### src/rtl/csh_pkg.sv
// constants for the camera settings housekeeping block
package csh_pkg;
  // register word offsets (byte addresses)
  localparam logic [7:0] ADDR_CTRL = 8'h00;
  localparam logic [7:0] ADDR_FAN = 8'h04;
  localparam logic [7:0] ADDR_STATUS = 8'h08;
  localparam logic [7:0] ADDR_RPM = 8'h0C;
  localparam logic [7:0] ADDR_WORK0 = 8'h10;
  localparam logic [7:0] ADDR_WORK1 = 8'h14;
  localparam logic [7:0] ADDR_LABEL0 = 8'h20;
  localparam logic [7:0] ADDR_TEMP = 8'h30;
  // ctrl fields
  localparam int CTRL_SEL_LSB = 0;
  localparam int CTRL_START_LSB = 4;
  localparam int CTRL_LOAD_BIT = 8;
  localparam int CTRL_SAVE_BIT = 9;
  localparam int CTRL_RESTART_BIT = 16;
  // fan fields
  localparam int FAN_MODE_LSB = 0;
  localparam int FAN_THR_LSB = 8;
  // set codes
  localparam logic [1:0] SET_FACTORY = 2'h0;
  localparam logic [1:0] SET_A = 2'h1;
  localparam logic [1:0] SET_B = 2'h2;
  // fan modes
  localparam logic [1:0] FAN_OFF = 2'h0;
  localparam logic [1:0] FAN_ON = 2'h1;
  localparam logic [1:0] FAN_TEMP = 2'h2;
  // threshold limits, signed degrees C
  localparam logic signed [7:0] THR_MIN = -8'sd10;
  localparam logic signed [7:0] THR_MAX = 8'sd80;
  localparam logic signed [7:0] THR_RESET = 8'sd40;
  // settings set: two 32-bit words, factory content arbitrary
  localparam int SET_WORDS = 2;
  localparam logic [31:0] FACTORY_W0 = 32'h0000_0000;
  localparam logic [31:0] FACTORY_W1 = 32'h0000_0000;
  localparam int LABEL_WORDS = 4;
  // restart pulse length
  localparam int RESTART_NS = 1000;
  localparam int CLK_NS = 8;
  localparam int RESTART_CYC = (RESTART_NS + CLK_NS - 1) / CLK_NS;
  // rpm: tach pulses counted over one second window, two pulses per turn
  localparam int RPM_WINDOW_CYC = 125000000;
  localparam int TACH_PER_REV = 2;
endpackage

### src/rtl/csh_store.sv
// small memory holding the two saveable settings sets, registered read
`timescale 1ns/1ps
`default_nettype none
module csh_store
(
  input wire logic clk_i,
  input wire logic we_i,
  input wire logic [1:0] addr_i,
  input wire logic [31:0] wdata_i,
  output logic [31:0] rdata_o
);
  logic [31:0] mem [0:3];
  logic [31:0] rdata;

  // no reset: contents stand for nonvolatile storage
  always_ff @(posedge clk_i)
  begin
    if (we_i)
    begin
      mem[addr_i] <= wdata_i;
    end
    rdata <= mem[addr_i];
  end

  assign rdata_o = rdata;
endmodule
`default_nettype wire

### src/rtl/csh_top.sv
// housekeeping: settings sets, fan control, label store, restart
//
// Our own choices: register access over Wishbone and the register addresses.
`timescale 1ns/1ps
`default_nettype none
module csh_top
#(
  parameter int RPM_WINDOW = csh_pkg::RPM_WINDOW_CYC
)
(
  input wire logic clk_i,
  input wire logic rst_i,
  input wire logic cyc_i,
  input wire logic stb_i,
  input wire logic we_i,
  input wire logic [7:0] adr_i,
  input wire logic [3:0] sel_i,
  input wire logic [31:0] dat_i,
  output logic [31:0] dat_o,
  output logic ack_o,
  input wire logic tach_i,
  input wire logic signed [7:0] temp_i,
  output logic fan_on_o,
  output logic full_restart_o,
  output logic [31:0] work0_o,
  output logic [31:0] work1_o
);
  typedef enum logic [2:0] {CSH_IDLE, CSH_RD, CSH_RD_W0, CSH_RD_W1, CSH_WR1} csh_state_e;

  // ----------------------------------------------------------------
  // state
  // ----------------------------------------------------------------
  csh_state_e state, next_state;
  logic ack, next_ack;
  logic [31:0] dat, next_dat;
  logic [1:0] set_sel, next_set_sel;
  logic [1:0] start_sel, next_start_sel;
  logic [1:0] fan_mode, next_fan_mode;
  logic signed [7:0] thr, next_thr;
  logic [31:0] work [0:1];
  logic [31:0] next_work [0:1];
  logic [31:0] label [0:3];
  logic [31:0] next_label [0:3];
  logic [1:0] op_set, next_op_set;
  logic restart, next_restart;
  logic [7:0] rst_cnt, next_rst_cnt;
  logic mem_we;
  logic [1:0] mem_addr;
  logic [31:0] mem_wdata;
  logic [31:0] mem_rdata;
  logic access;
  logic [2:0] tach_sync;
  logic tach_q, next_tach_q;
  logic [31:0] win, next_win;
  logic [15:0] pulses, next_pulses;
  logic [15:0] rpm, next_rpm;
  logic fan_on, next_fan_on;

  assign access = cyc_i && stb_i && !ack;

  // ----------------------------------------------------------------
  // saved sets: word address = {set b?, word}
  // ----------------------------------------------------------------
  csh_store u_store
  (
    .clk_i(clk_i),
    .we_i(mem_we),
    .addr_i(mem_addr),
    .wdata_i(mem_wdata),
    .rdata_o(mem_rdata)
  );

  function automatic logic [31:0] merge(input logic [31:0] old, input logic [31:0] nw,
                                        input logic [3:0] be);
    logic [31:0] r;
    r = old;
    for (int i = 0; i < 4; i++)
      if (be[i])
        r[8*i +: 8] = nw[8*i +: 8];
    return r;
  endfunction

  // ----------------------------------------------------------------
  // bus, load, save, reset-time apply
  // ----------------------------------------------------------------
  always_comb
  begin
    logic [31:0] w;
    logic signed [7:0] t;
    w = merge(32'h0000_0000, dat_i, sel_i);
    t = $signed(w[csh_pkg::FAN_THR_LSB +: 8]);
    next_state = state;
    next_ack = 1'b0;
    next_dat = dat;
    next_set_sel = set_sel;
    next_start_sel = start_sel;
    next_fan_mode = fan_mode;
    next_thr = thr;
    next_op_set = op_set;
    next_restart = restart;
    next_rst_cnt = rst_cnt;
    next_work = work;
    next_label = label;
    mem_we = 1'b0;
    mem_addr = {op_set == csh_pkg::SET_B, 1'b0};
    mem_wdata = work[0];
    // hold until the counter runs out, then drop the pulse
    if (restart && rst_cnt == 8'h00)
      next_restart = 1'b0;
    else if (restart)
      next_rst_cnt = rst_cnt - 8'h01;
    case (state)
      CSH_IDLE:
      begin
        if (access && we_i)
        begin
          next_ack = 1'b1;
          if (adr_i == csh_pkg::ADDR_CTRL)
          begin
            if (sel_i[0])
            begin
              if (w[csh_pkg::CTRL_SEL_LSB +: 2] <= csh_pkg::SET_B)
                next_set_sel = w[csh_pkg::CTRL_SEL_LSB +: 2];
              if (w[csh_pkg::CTRL_START_LSB +: 2] <= csh_pkg::SET_B)
                next_start_sel = w[csh_pkg::CTRL_START_LSB +: 2];
            end
            if (w[csh_pkg::CTRL_LOAD_BIT])
            begin
              next_op_set = set_sel;
              if (set_sel == csh_pkg::SET_FACTORY)
              begin
                next_work[0] = csh_pkg::FACTORY_W0;
                next_work[1] = csh_pkg::FACTORY_W1;
              end
              else
              begin
                next_ack = 1'b0;
                next_state = CSH_RD;
              end
            end
            else if (w[csh_pkg::CTRL_SAVE_BIT] && set_sel != csh_pkg::SET_FACTORY)
            begin
              mem_we = 1'b1;
              mem_addr = {set_sel == csh_pkg::SET_B, 1'b0};
              next_op_set = set_sel;
              next_ack = 1'b0;
              next_state = CSH_WR1;
            end
            if (w[csh_pkg::CTRL_RESTART_BIT])
            begin
              next_restart = 1'b1;
              next_rst_cnt = 8'(csh_pkg::RESTART_CYC - 1);
            end
          end
          else if (adr_i == csh_pkg::ADDR_FAN)
          begin
            if (sel_i[0] && w[1:0] <= csh_pkg::FAN_TEMP)
              next_fan_mode = w[csh_pkg::FAN_MODE_LSB +: 2];
            if (sel_i[1] && t >= csh_pkg::THR_MIN && t <= csh_pkg::THR_MAX)
              next_thr = t;
          end
          else if (adr_i == csh_pkg::ADDR_WORK0 || adr_i == csh_pkg::ADDR_WORK1)
          begin
            next_work[adr_i[2]] = merge(work[adr_i[2]], dat_i, sel_i);
          end
          else if (adr_i[7:4] == csh_pkg::ADDR_LABEL0[7:4])
          begin
            next_label[adr_i[3:2]] = merge(label[adr_i[3:2]], dat_i, sel_i);
          end
        end
        else if (access)
        begin
          next_ack = 1'b1;
          next_dat = 32'h0000_0000;
          if (adr_i == csh_pkg::ADDR_CTRL)
            next_dat = {26'h000_0000, start_sel, 2'h0, set_sel};
          else if (adr_i == csh_pkg::ADDR_FAN)
            next_dat = {16'h0000, thr, 6'h00, fan_mode};
          else if (adr_i == csh_pkg::ADDR_STATUS)
            next_dat = {31'h0000_0000, fan_on_o};
          else if (adr_i == csh_pkg::ADDR_RPM)
            next_dat = {16'h0000, rpm};
          else if (adr_i == csh_pkg::ADDR_TEMP)
            next_dat = {24'h00_0000, temp_i};
          else if (adr_i == csh_pkg::ADDR_WORK0 || adr_i == csh_pkg::ADDR_WORK1)
            next_dat = work[adr_i[2]];
          else if (adr_i[7:4] == csh_pkg::ADDR_LABEL0[7:4])
            next_dat = label[adr_i[3:2]];
        end
      end
      CSH_RD:
      begin
        // registered read: word 0 now, word 1 next cycle
        mem_addr = {op_set == csh_pkg::SET_B, 1'b0};
        next_state = CSH_RD_W0;
      end
      CSH_RD_W0:
      begin
        next_work[0] = mem_rdata;
        mem_addr = {op_set == csh_pkg::SET_B, 1'b1};
        next_state = CSH_RD_W1;
      end
      CSH_RD_W1:
      begin
        next_work[1] = mem_rdata;
        next_ack = cyc_i && stb_i && we_i;
        next_state = CSH_IDLE;
      end
      CSH_WR1:
      begin
        mem_we = 1'b1;
        mem_addr = {op_set == csh_pkg::SET_B, 1'b1};
        mem_wdata = work[1];
        next_ack = cyc_i && stb_i;
        next_state = CSH_IDLE;
      end
      default:
      begin
        next_state = CSH_IDLE;
      end
    endcase
  end

  // reset applies the startup set: factory directly, saved sets by a load
  always_ff @(posedge clk_i)
  begin
    if (rst_i)
    begin
      ack <= 1'b0;
      dat <= 32'h0000_0000;
      set_sel <= csh_pkg::SET_FACTORY;
      fan_mode <= csh_pkg::FAN_OFF;
      thr <= csh_pkg::THR_RESET;
      restart <= 1'b0;
      rst_cnt <= 8'h00;
      work <= '{csh_pkg::FACTORY_W0, csh_pkg::FACTORY_W1};
      op_set <= start_sel;
      state <= (start_sel == csh_pkg::SET_FACTORY) ? CSH_IDLE : CSH_RD;
      label <= '{default: 32'h0000_0000};
    end
    else
    begin
      ack <= next_ack;
      dat <= next_dat;
      set_sel <= next_set_sel;
      fan_mode <= next_fan_mode;
      thr <= next_thr;
      restart <= next_restart;
      rst_cnt <= next_rst_cnt;
      work <= next_work;
      op_set <= next_op_set;
      state <= next_state;
      label <= next_label;
    end
  end

  // startup choice is kept like saved data: it survives reset
  always_ff @(posedge clk_i)
  begin
    start_sel <= next_start_sel;
  end

  // ----------------------------------------------------------------
  // fan control and tachometer
  // ----------------------------------------------------------------
  always_ff @(posedge clk_i)
  begin
    tach_sync <= {tach_sync[1:0], tach_i};
  end

  always_comb
  begin
    next_tach_q = tach_q;
    if (tach_sync[1] == tach_sync[2])
      next_tach_q = tach_sync[2];
    next_pulses = pulses + {15'h0000, (next_tach_q && !tach_q)};
    next_win = win + 32'h0000_0001;
    next_rpm = rpm;
    if (win == 32'(RPM_WINDOW - 1))
    begin
      // pulses per second times sixty over pulses per turn
      next_rpm = 16'((32'(pulses) * 60) / csh_pkg::TACH_PER_REV);
      next_pulses = 16'h0000;
      next_win = 32'h0000_0000;
    end
    case (fan_mode)
      csh_pkg::FAN_ON: next_fan_on = 1'b1;
      csh_pkg::FAN_TEMP: next_fan_on = (temp_i > thr);
      default: next_fan_on = 1'b0;
    endcase
  end

  always_ff @(posedge clk_i)
  begin
    if (rst_i)
    begin
      tach_q <= 1'b0;
      win <= 32'h0000_0000;
      pulses <= 16'h0000;
      rpm <= 16'h0000;
      fan_on <= 1'b0;
    end
    else
    begin
      tach_q <= next_tach_q;
      win <= next_win;
      pulses <= next_pulses;
      rpm <= next_rpm;
      fan_on <= next_fan_on;
    end
  end

  assign dat_o = dat;
  assign ack_o = ack;
  assign fan_on_o = fan_on;
  assign full_restart_o = restart;
  assign work0_o = work[0];
  assign work1_o = work[1];
endmodule
`default_nettype wire

### config.mk
export PLATFORM = sky130hd
export DESIGN_NAME = csh_top
export DESIGN_NICKNAME = d
export VERILOG_FILES = /design/src/rtl/csh_pkg.sv /design/src/rtl/csh_store.sv /design/src/rtl/csh_top.sv
export SDC_FILE = /design/constraint.sdc
export NUM_CORES = 1
export LEC_CHECK = 0
export ABC_AREA = 1
export BUFFER_PORTS_ARGS = -buffer_cell sky130_fd_sc_hd__buf_2
export CORE_MARGIN = 2
export CORE_UTILIZATION = 66
export CTS_BUF_LIST = sky130_fd_sc_hd__clkbuf_4 sky130_fd_sc_hd__clkbuf_8
export CTS_CLUSTER_SIZE = 30
export DETAILED_ROUTE_END_ITERATION = 6
export HOLD_SLACK_MARGIN = 0.12
export PLACE_DENSITY = 0.91
export SLEW_MARGIN = 10
export SYNTH_ARGS = -nofsm -noshare
export SYNTH_HDL_FRONTEND = slang
export SYNTH_SLANG_ARGS = --single-unit
### constraint.sdc
create_clock -name clk_i -period 10.81 [get_ports clk_i]
set_input_delay 2.162 -clock clk_i [delete_from_list [all_inputs] [get_ports clk_i]]
set_output_delay 2.162 -clock clk_i [all_outputs]
set_load 0.01 [all_outputs]
==> flow_metrics.env, run 1 <==
export IMPL_synth_area_leaders="dfxtp_1 29%, edfxtp_1 17%, nand2_1 14%"
export IMPL_tightestPinTransition_ps=1230
export IMPL_intPower_uw=3490
export IMPL_wire_per_inst_um=19.4
export IMPL_h_tree_depth=3
export IMPL_yosysTopAreaCellShare_pct=28.9
export IMPL_syn_area_um2=23900
export IMPL_max_vdd_ir_drop_mv=0.141
export IMPL_grt_max_degree=130
export IMPL_hpwlAfterDp_mm=48.2
export IMPL_p_leak_uw=0.0116
export IMPL_synth_top_cell_by_area="dfxtp_1"
export IMPL_violations="design-rule violations"
export IMPL_cts_root_buf="clkbuf_8"
export IMPL_cts_buffer_depth=3
export IMPL_num_antenna_cells=0
export IMPL_cts_resized=0
export IMPL_drcViolationCount=16
export IMPL_comb_power_share_pct=25.3
export IMPL_rows=69
export IMPL_cap_violations=0
export IMPL_end_kind="register"
export IMPL_numClockSinks=480
export IMPL_final_util_pct=74.3
export IMPL_wirelength_mm=73.7
export IMPL_layout_drive_gt1_share_pct=12.3
export IMPL_synth_edf_count=135
export IMPL_ant_nets=0
export IMPL_cp_arrival_ps=5610
export IMPL_grt_pass1_wl_mm=116
export IMPL_clock_skew_ps=48.7
export IMPL_cts_made_buffers=80
export IMPL_dieArea_um2=37800
export IMPL_ios=157
export IMPL_multi_input_area_um2=11100
export IMPL_timing_final_crit_share_pct=46.3
export IMPL_ys_seq_elements=480
export IMPL_tns_ps=0
export IMPL_ys_seq_area_share_pct=45.8
export IMPL_setup_ws_ps=5800
export IMPL_overflow=0
export IMPL_drtIter0Drc=2412
export IMPL_stdcell_count=3796
export IMPL_synth_ff_type="dfxtp_1"
export IMPL_power_uw=5390
export IMPL_crit_path_max_fanout=80
export IMPL_routed_via_density=6.05
export IMPL_grt_setup_unrepaired="false"
export IMPL_holdBufCountCts=0
export IMPL_criticalPathCategory="in2reg"
export IMPL_n_fill_cell=2639
export IMPL_cts_tree="yes"
export IMPL_ys_warn_count=0
export IMPL_gp_congestion=0.970
export IMPL_status="finished with violations"
export IMPL_clkTransAtPathRegs_ps=60
export IMPL_dp_cells=3646
export IMPL_core_um2=35700
export IMPL_syn_num_nets=3295
export IMPL_slew_violations=0
export IMPL_area_delta_synth_final_pct=10.8
export IMPL_ff_latch_area_um2=11000
export IMPL_start_kind="input pin"
export IMPL_seqPwrFrac_pct=40.7
export IMPL_vias=23000
export IMPL_clock_latency_ps=680
export IMPL_grt_use_total_pct=38.7
export IMPL_avgSynthCellArea_um2=7.54
export IMPL_yosys_cell_types_count=50
export IMPL_slew_headroom_pct=17.7
export IMPL_start_util_pct=67.1
export IMPL_place_ws_ps=5240
export IMPL_grt_pass1_vias=22000
export IMPL_async_flop_share_pct=0
export IMPL_nNetsFinal=3388
export IMPL_pwr_share_clk_pct=34.0
export IMPL_die_h_um=194
export IMPL_die_w_um=194
export IMPL_fin_crit_ps=5010
export IMPL_crit_required_ps=11410
export IMPL_swShare_pct=35.2
export IMPL_fmax_mhz=200
export IMPL_p_sw_uw=1900
export IMPL_setup_violations_final=0
export IMPL_p_per_area_nw_per_um2=203
export IMPL_post_cts_buffers=0
export IMPL_firstDrtPassIters=7
export IMPL_finalHoldViolations=0
export IMPL_antenna_found_initial=0
export IMPL_postSynthCellCount=3174
export IMPL_min_path_type="reg2reg"
export IMPL_portBuffers=156
-- cell usage in the layout, fill, tap and decap left out, types with 31 or more instances in the layout --
cell,count
nand4_1,35
edfxtp_1,135
ha_1,40
nand3_1,193
dfxtp_1,345
nor3_1,31
o21ai_0,248
buf_2,156
clkbuf_8,96
inv_1,282
o211a_1,38
or2_2,42
a21oi_1,249
nand2_1,879
nor2_1,305
a31oi_1,31
-- layout make-up --
type | instances | share of cell area (%)
clock buffers | 124 | 5.78
multi-input cells | 2232 | 41.7
well taps | 461 | 2.18
repair buffers | 180 | 3.63
inverters | 293 | 4.17
flip-flops and latches | 480 | 41.4
clock inverters | 26 | 1.16
-- sequential cells by signal (all words and copies together), names as in the netlist, 8 cells and up --
signal           cells
dat_o               32
rpm                 15
rst_cnt              8
u_store.mem        128
u_store.rdata_o     32
thr                  8
label              128
pulses              15
work1_o             32
win                 32
work0_o             32
-- power groups by stage --
stage               Clock [uW]  Combinational (uW)  Sequential (uW)
floorplan                    0                 868             2240
global placement             0                1260             2220
detailed placement           0                1310             2230
CTS                       1830                1330             2190
global route              1910                1490             2210
finish                    1830                1360             2190
-- path summary, 6_finish.rpt --
| path | end | from | cells past startpoint | slack, ps |
|---|---|---|---|---|
| max | work1_o[19] | adr_i[2] | 13 | 5800 |
| min | tach_sync[1] | tach_sync[0] | 0 | 330 |
| min reg2reg | tach_sync[1] | tach_sync[0] | 0 | 330 |
| max reg2reg | u_store.mem[2][14] | state[1] | 11 | 7160 |
-- Yosys cell counts (2+ instances only) --
cell type,number
nand2_1,882
inv_2,6
nor2_1,311
clkinv_1,2
o211a_1,38
nand3b_1,4
nor4_1,4
inv_1,285
o211ai_1,3
nor2_2,6
o21ai_1,5
nand2_4,2
buf_6,13
nor3_1,31
o2111ai_1,11
nor3b_1,5
dfxtp_1,345
or2_2,42
ha_1,40
a211oi_1,3
fa_1,23
o21bai_1,7
a21oi_1,249
nor2_4,5
buf_2,48
a31oi_1,31
buf_1,4
o21ai_0,248
a22oi_1,3
nand4_1,35
nand2_2,5
buf_4,17
a21o_1,2
xor2_1,24
clkbuf_1,87
nand3_1,193
edfxtp_1,135
xnor2_1,7
nand3_2,2
-- cells by family (layout without fill, tap and decap cells) --
| logic type | Yosys count | count (layout) | synth area share [%] |
|---|---|---|---|
| compound gates | 606 | 606 | 14.1 |
| xor+xnor | 31 | 31 | 1.13 |
| fa+ha+maj | 63 | 63 | 4.02 |
| buf+inv | 462 | 623 | 8.17 |
| flops | 480 | 480 | 45.8 |
| simple gates | 1532 | 1532 | 26.8 |
-- through the flow --
step	hold WS, ps	cell area (um^2)
floorplan	310	23900
global placement	316	24700
detailed placement	315	24700
CTS	329	26500
global route	346	26500
finish	334	26500
-- worst max-delay path, cell delays in order --
cell and delay (ps):
buf_2 80, buf_4 650, inv_2 190, nor2_4 630
nand4_1 320, nand2_1 140, nor2_1 50, nand2_1 110
nand2_4 290, buf_4 500, nand3_1 200, nand2_1 70
nor2_1 120
-- routing by layer --
| metal | GRT usage (%) | share of wire, % | up-vias |
|---|---|---|---|
| li1 | - | - | 10600 |
| met1 | 47.8 | 37 | 10600 |
| met2 | 63.2 | 46 | 1499 |
| met3 | 7.48 | 11 | 294 |
| met4 | 23.2 | 6.4 | 0 |
| met5 | 0 | 0 | - |
(Power assumes the default switching activity.)
==> run 2: changes to the inputs <==
--- a/config.mk
+++ b/config.mk
@@ -8,12 +8,12 @@
 export ABC_AREA = 1
 export BUFFER_PORTS_ARGS = -buffer_cell sky130_fd_sc_hd__buf_2
 export CORE_MARGIN = 2
-export CORE_UTILIZATION = 66
+export CORE_UTILIZATION = 57
 export CTS_BUF_LIST = sky130_fd_sc_hd__clkbuf_4 sky130_fd_sc_hd__clkbuf_8
 export CTS_CLUSTER_SIZE = 30
 export DETAILED_ROUTE_END_ITERATION = 6
 export HOLD_SLACK_MARGIN = 0.12
-export PLACE_DENSITY = 0.91
+export PLACE_DENSITY = 0.84
 export SLEW_MARGIN = 10
 export SYNTH_ARGS = -nofsm -noshare
 export SYNTH_HDL_FRONTEND = slang
==> constraint.sdc (replaced) <==
create_clock -name clk_i -period 4.6 [get_ports clk_i]
set_input_delay 0.92 -clock clk_i [delete_from_list [all_inputs] [get_ports clk_i]]
set_output_delay 0.92 -clock clk_i [all_outputs]
set_load 0.01 [all_outputs]
==> run 2 against run 1 <==
The flow now finishes without violations. Final cell count grew 2.4%. Critical path depth is the same. Clock-buffer cell count down 3. Combinational power up 130%. Global-route usage fell by 6.7 points. Critical endpoint is now rpm[14]. Largest cell class unchanged. Highest routed layer is now met5.
==> flow_metrics.env, run 2 (synthesis gave the netlist of run 1 again) <==
export IMPL_drcViolationCount=0
export IMPL_finalHoldViolations=0
export IMPL_overflow=0
export IMPL_core_um2=41700
export IMPL_fin_crit_ps=3110
export IMPL_cts_root_buf="clkbuf_8"
export IMPL_fmax_mhz=321
export IMPL_clock_skew_ps=49.7
export IMPL_grt_setup_unrepaired="false"
export IMPL_max_vdd_ir_drop_mv=0.468
export IMPL_layout_drive_gt1_share_pct=12.7
export IMPL_nNetsFinal=3399
export IMPL_layout_commonest_cell="nand2_1"
export IMPL_start_kind="register"
export IMPL_ios=157
export IMPL_grt_pass1_wl_mm=111
export IMPL_drtIter0Drc=2894
export IMPL_power_uw=12500
export IMPL_crit_required_ps=5180
export IMPL_endpoint="rpm[14]"
export IMPL_cts_buffer_depth=3
export IMPL_p_per_area_nw_per_um2=468
export IMPL_cts_resized=0
export IMPL_grt_pass1_vias=21000
export IMPL_end_kind="register"
export IMPL_cap_violations=0
export IMPL_gp_congestion=0.996
export IMPL_grt_max_degree=138
export IMPL_p_leak_uw=0.0117
export IMPL_wire_per_inst_um=18.1
export IMPL_routed_via_density=5.71
export IMPL_criticalPathCategory="reg2reg"
export IMPL_final_cell_mix="879 x nand2_1, 345 x dfxtp_1, 305 x nor2_1"
export IMPL_r2r_start="pulses[3]"
export IMPL_start_util_pct=57.4
export IMPL_top_regs="label: 128 flops, u_store.mem: 128 flops"
export IMPL_crit_path_max_fanout=6
export IMPL_reg2regPathDepth=13
export IMPL_area_delta_synth_final_pct=11.6
export IMPL_cp_arrival_ps=3690
export IMPL_numClockSinks=480
export IMPL_antenna_found_initial=7
export IMPL_tns_ps=0
export IMPL_slew_headroom_pct=27.9
export IMPL_die_w_um=209
export IMPL_timing_final_crit_share_pct=67.7
export IMPL_vias=22200
export IMPL_grt_use_total_pct=32.0
export IMPL_portBuffers=156
export IMPL_setup_worst_path_start="pulses[3]"
export IMPL_firstDrtPassIters=7
export IMPL_status="completed"
export IMPL_tightestPinTransition_ps=1070
export IMPL_cts_made_buffers=80
export IMPL_wirelength_mm=70.4
export IMPL_holdBufCountCts=0
export IMPL_hold_depth=0
export IMPL_ff2ff_setup_slack_ps=1490
export IMPL_cts_tree="yes"
export IMPL_worstReg2RegEnd="rpm[14]"
export IMPL_dieArea_um2=43600
export IMPL_final_util_pct=64.1
export IMPL_post_cts_buffers=0
export IMPL_clkTransAtPathRegs_ps=60
export IMPL_die_h_um=209
export IMPL_slew_violations=0
export IMPL_h_tree_depth=3
export IMPL_ant_nets=0
export IMPL_min_path_type="reg2reg"
export IMPL_setup_violations_final=0
export IMPL_rows=75
export IMPL_clock_latency_ps=690
export IMPL_hpwlAfterDp_mm=46.2
## run 2: cell types whose count changed in the layout (fill, tap and decap cells not counted), sizes merged
cell	change
buf	+11
diode	+5
clkbuf	-3
bufinv	-1
clkinv	+1
clkinvlp	+1
## run 2: per-stage QoR
stage,hold WS [ps],worst slack (ps),std cells,instance area (um^2)
after detailed placement,317,1190,3735,24900
after global routing,311,1260,3883,26700
after global placement,316,1230,3735,24900
after CTS,304,1490,3883,26700
final,327,1490,3888,26700
after floorplan,310,921,3174,23900
## run 2: worst min-delay path by stage
| stage | to | from | slack, ps |
|---|---|---|---|
| 4_1_cts | tach_sync[0] | tach_i | 300 |
| 6_report | tach_sync[1] | tach_sync[0] | 330 |
| 3_5_place_dp | tach_sync[1] | tach_sync[0] | 320 |
| 3_3_place_gp | tach_sync[1] | tach_sync[0] | 320 |
| 2_1_floorplan | tach_sync[1] | tach_sync[0] | 310 |
| 5_1_grt | tach_sync[0] | tach_i | 310 |
## run 2: worst max-delay path: stages, from the launching register on
cell,delay [ps]
dfxtp_1,450
inv_1,170
fa_1,530
fa_1,510
inv_1,40
ha_1,370
a21oi_1,230
nor2_1,80
o21ai_0,290
nand3_1,110
nand2_1,80
nand3_1,70
nand2_1,60
inv_1,30
## run 2: layout make-up
cell class                 instances  area, um^2
antenna                            5        12.5
clock buffer                     121        1500
clock inverter                    27         294
fill                            3510       15000
inverter                         293        1100
multi-input combinational       2232       11100
sequential                       480       11000
tap                              539         674
timing repair buffer             191        1080
## run 2: per-layer routing
layer	up-vias	global-route usage, %	share of wire [%]
met5	-	0	0.057
met2	1298	50.4	45
met1	10000	40.2	38
li1	10600	-	-
met3	273	7.89	11
met4	6	18.1	5.6
## run 2: power by group
group	internal (uW)	total, uW	switching, uW
Combinational	909	3120	2210
Sequential	4870	5180	303
Clock	2360	4190	1840
Total	8140	12500	4350
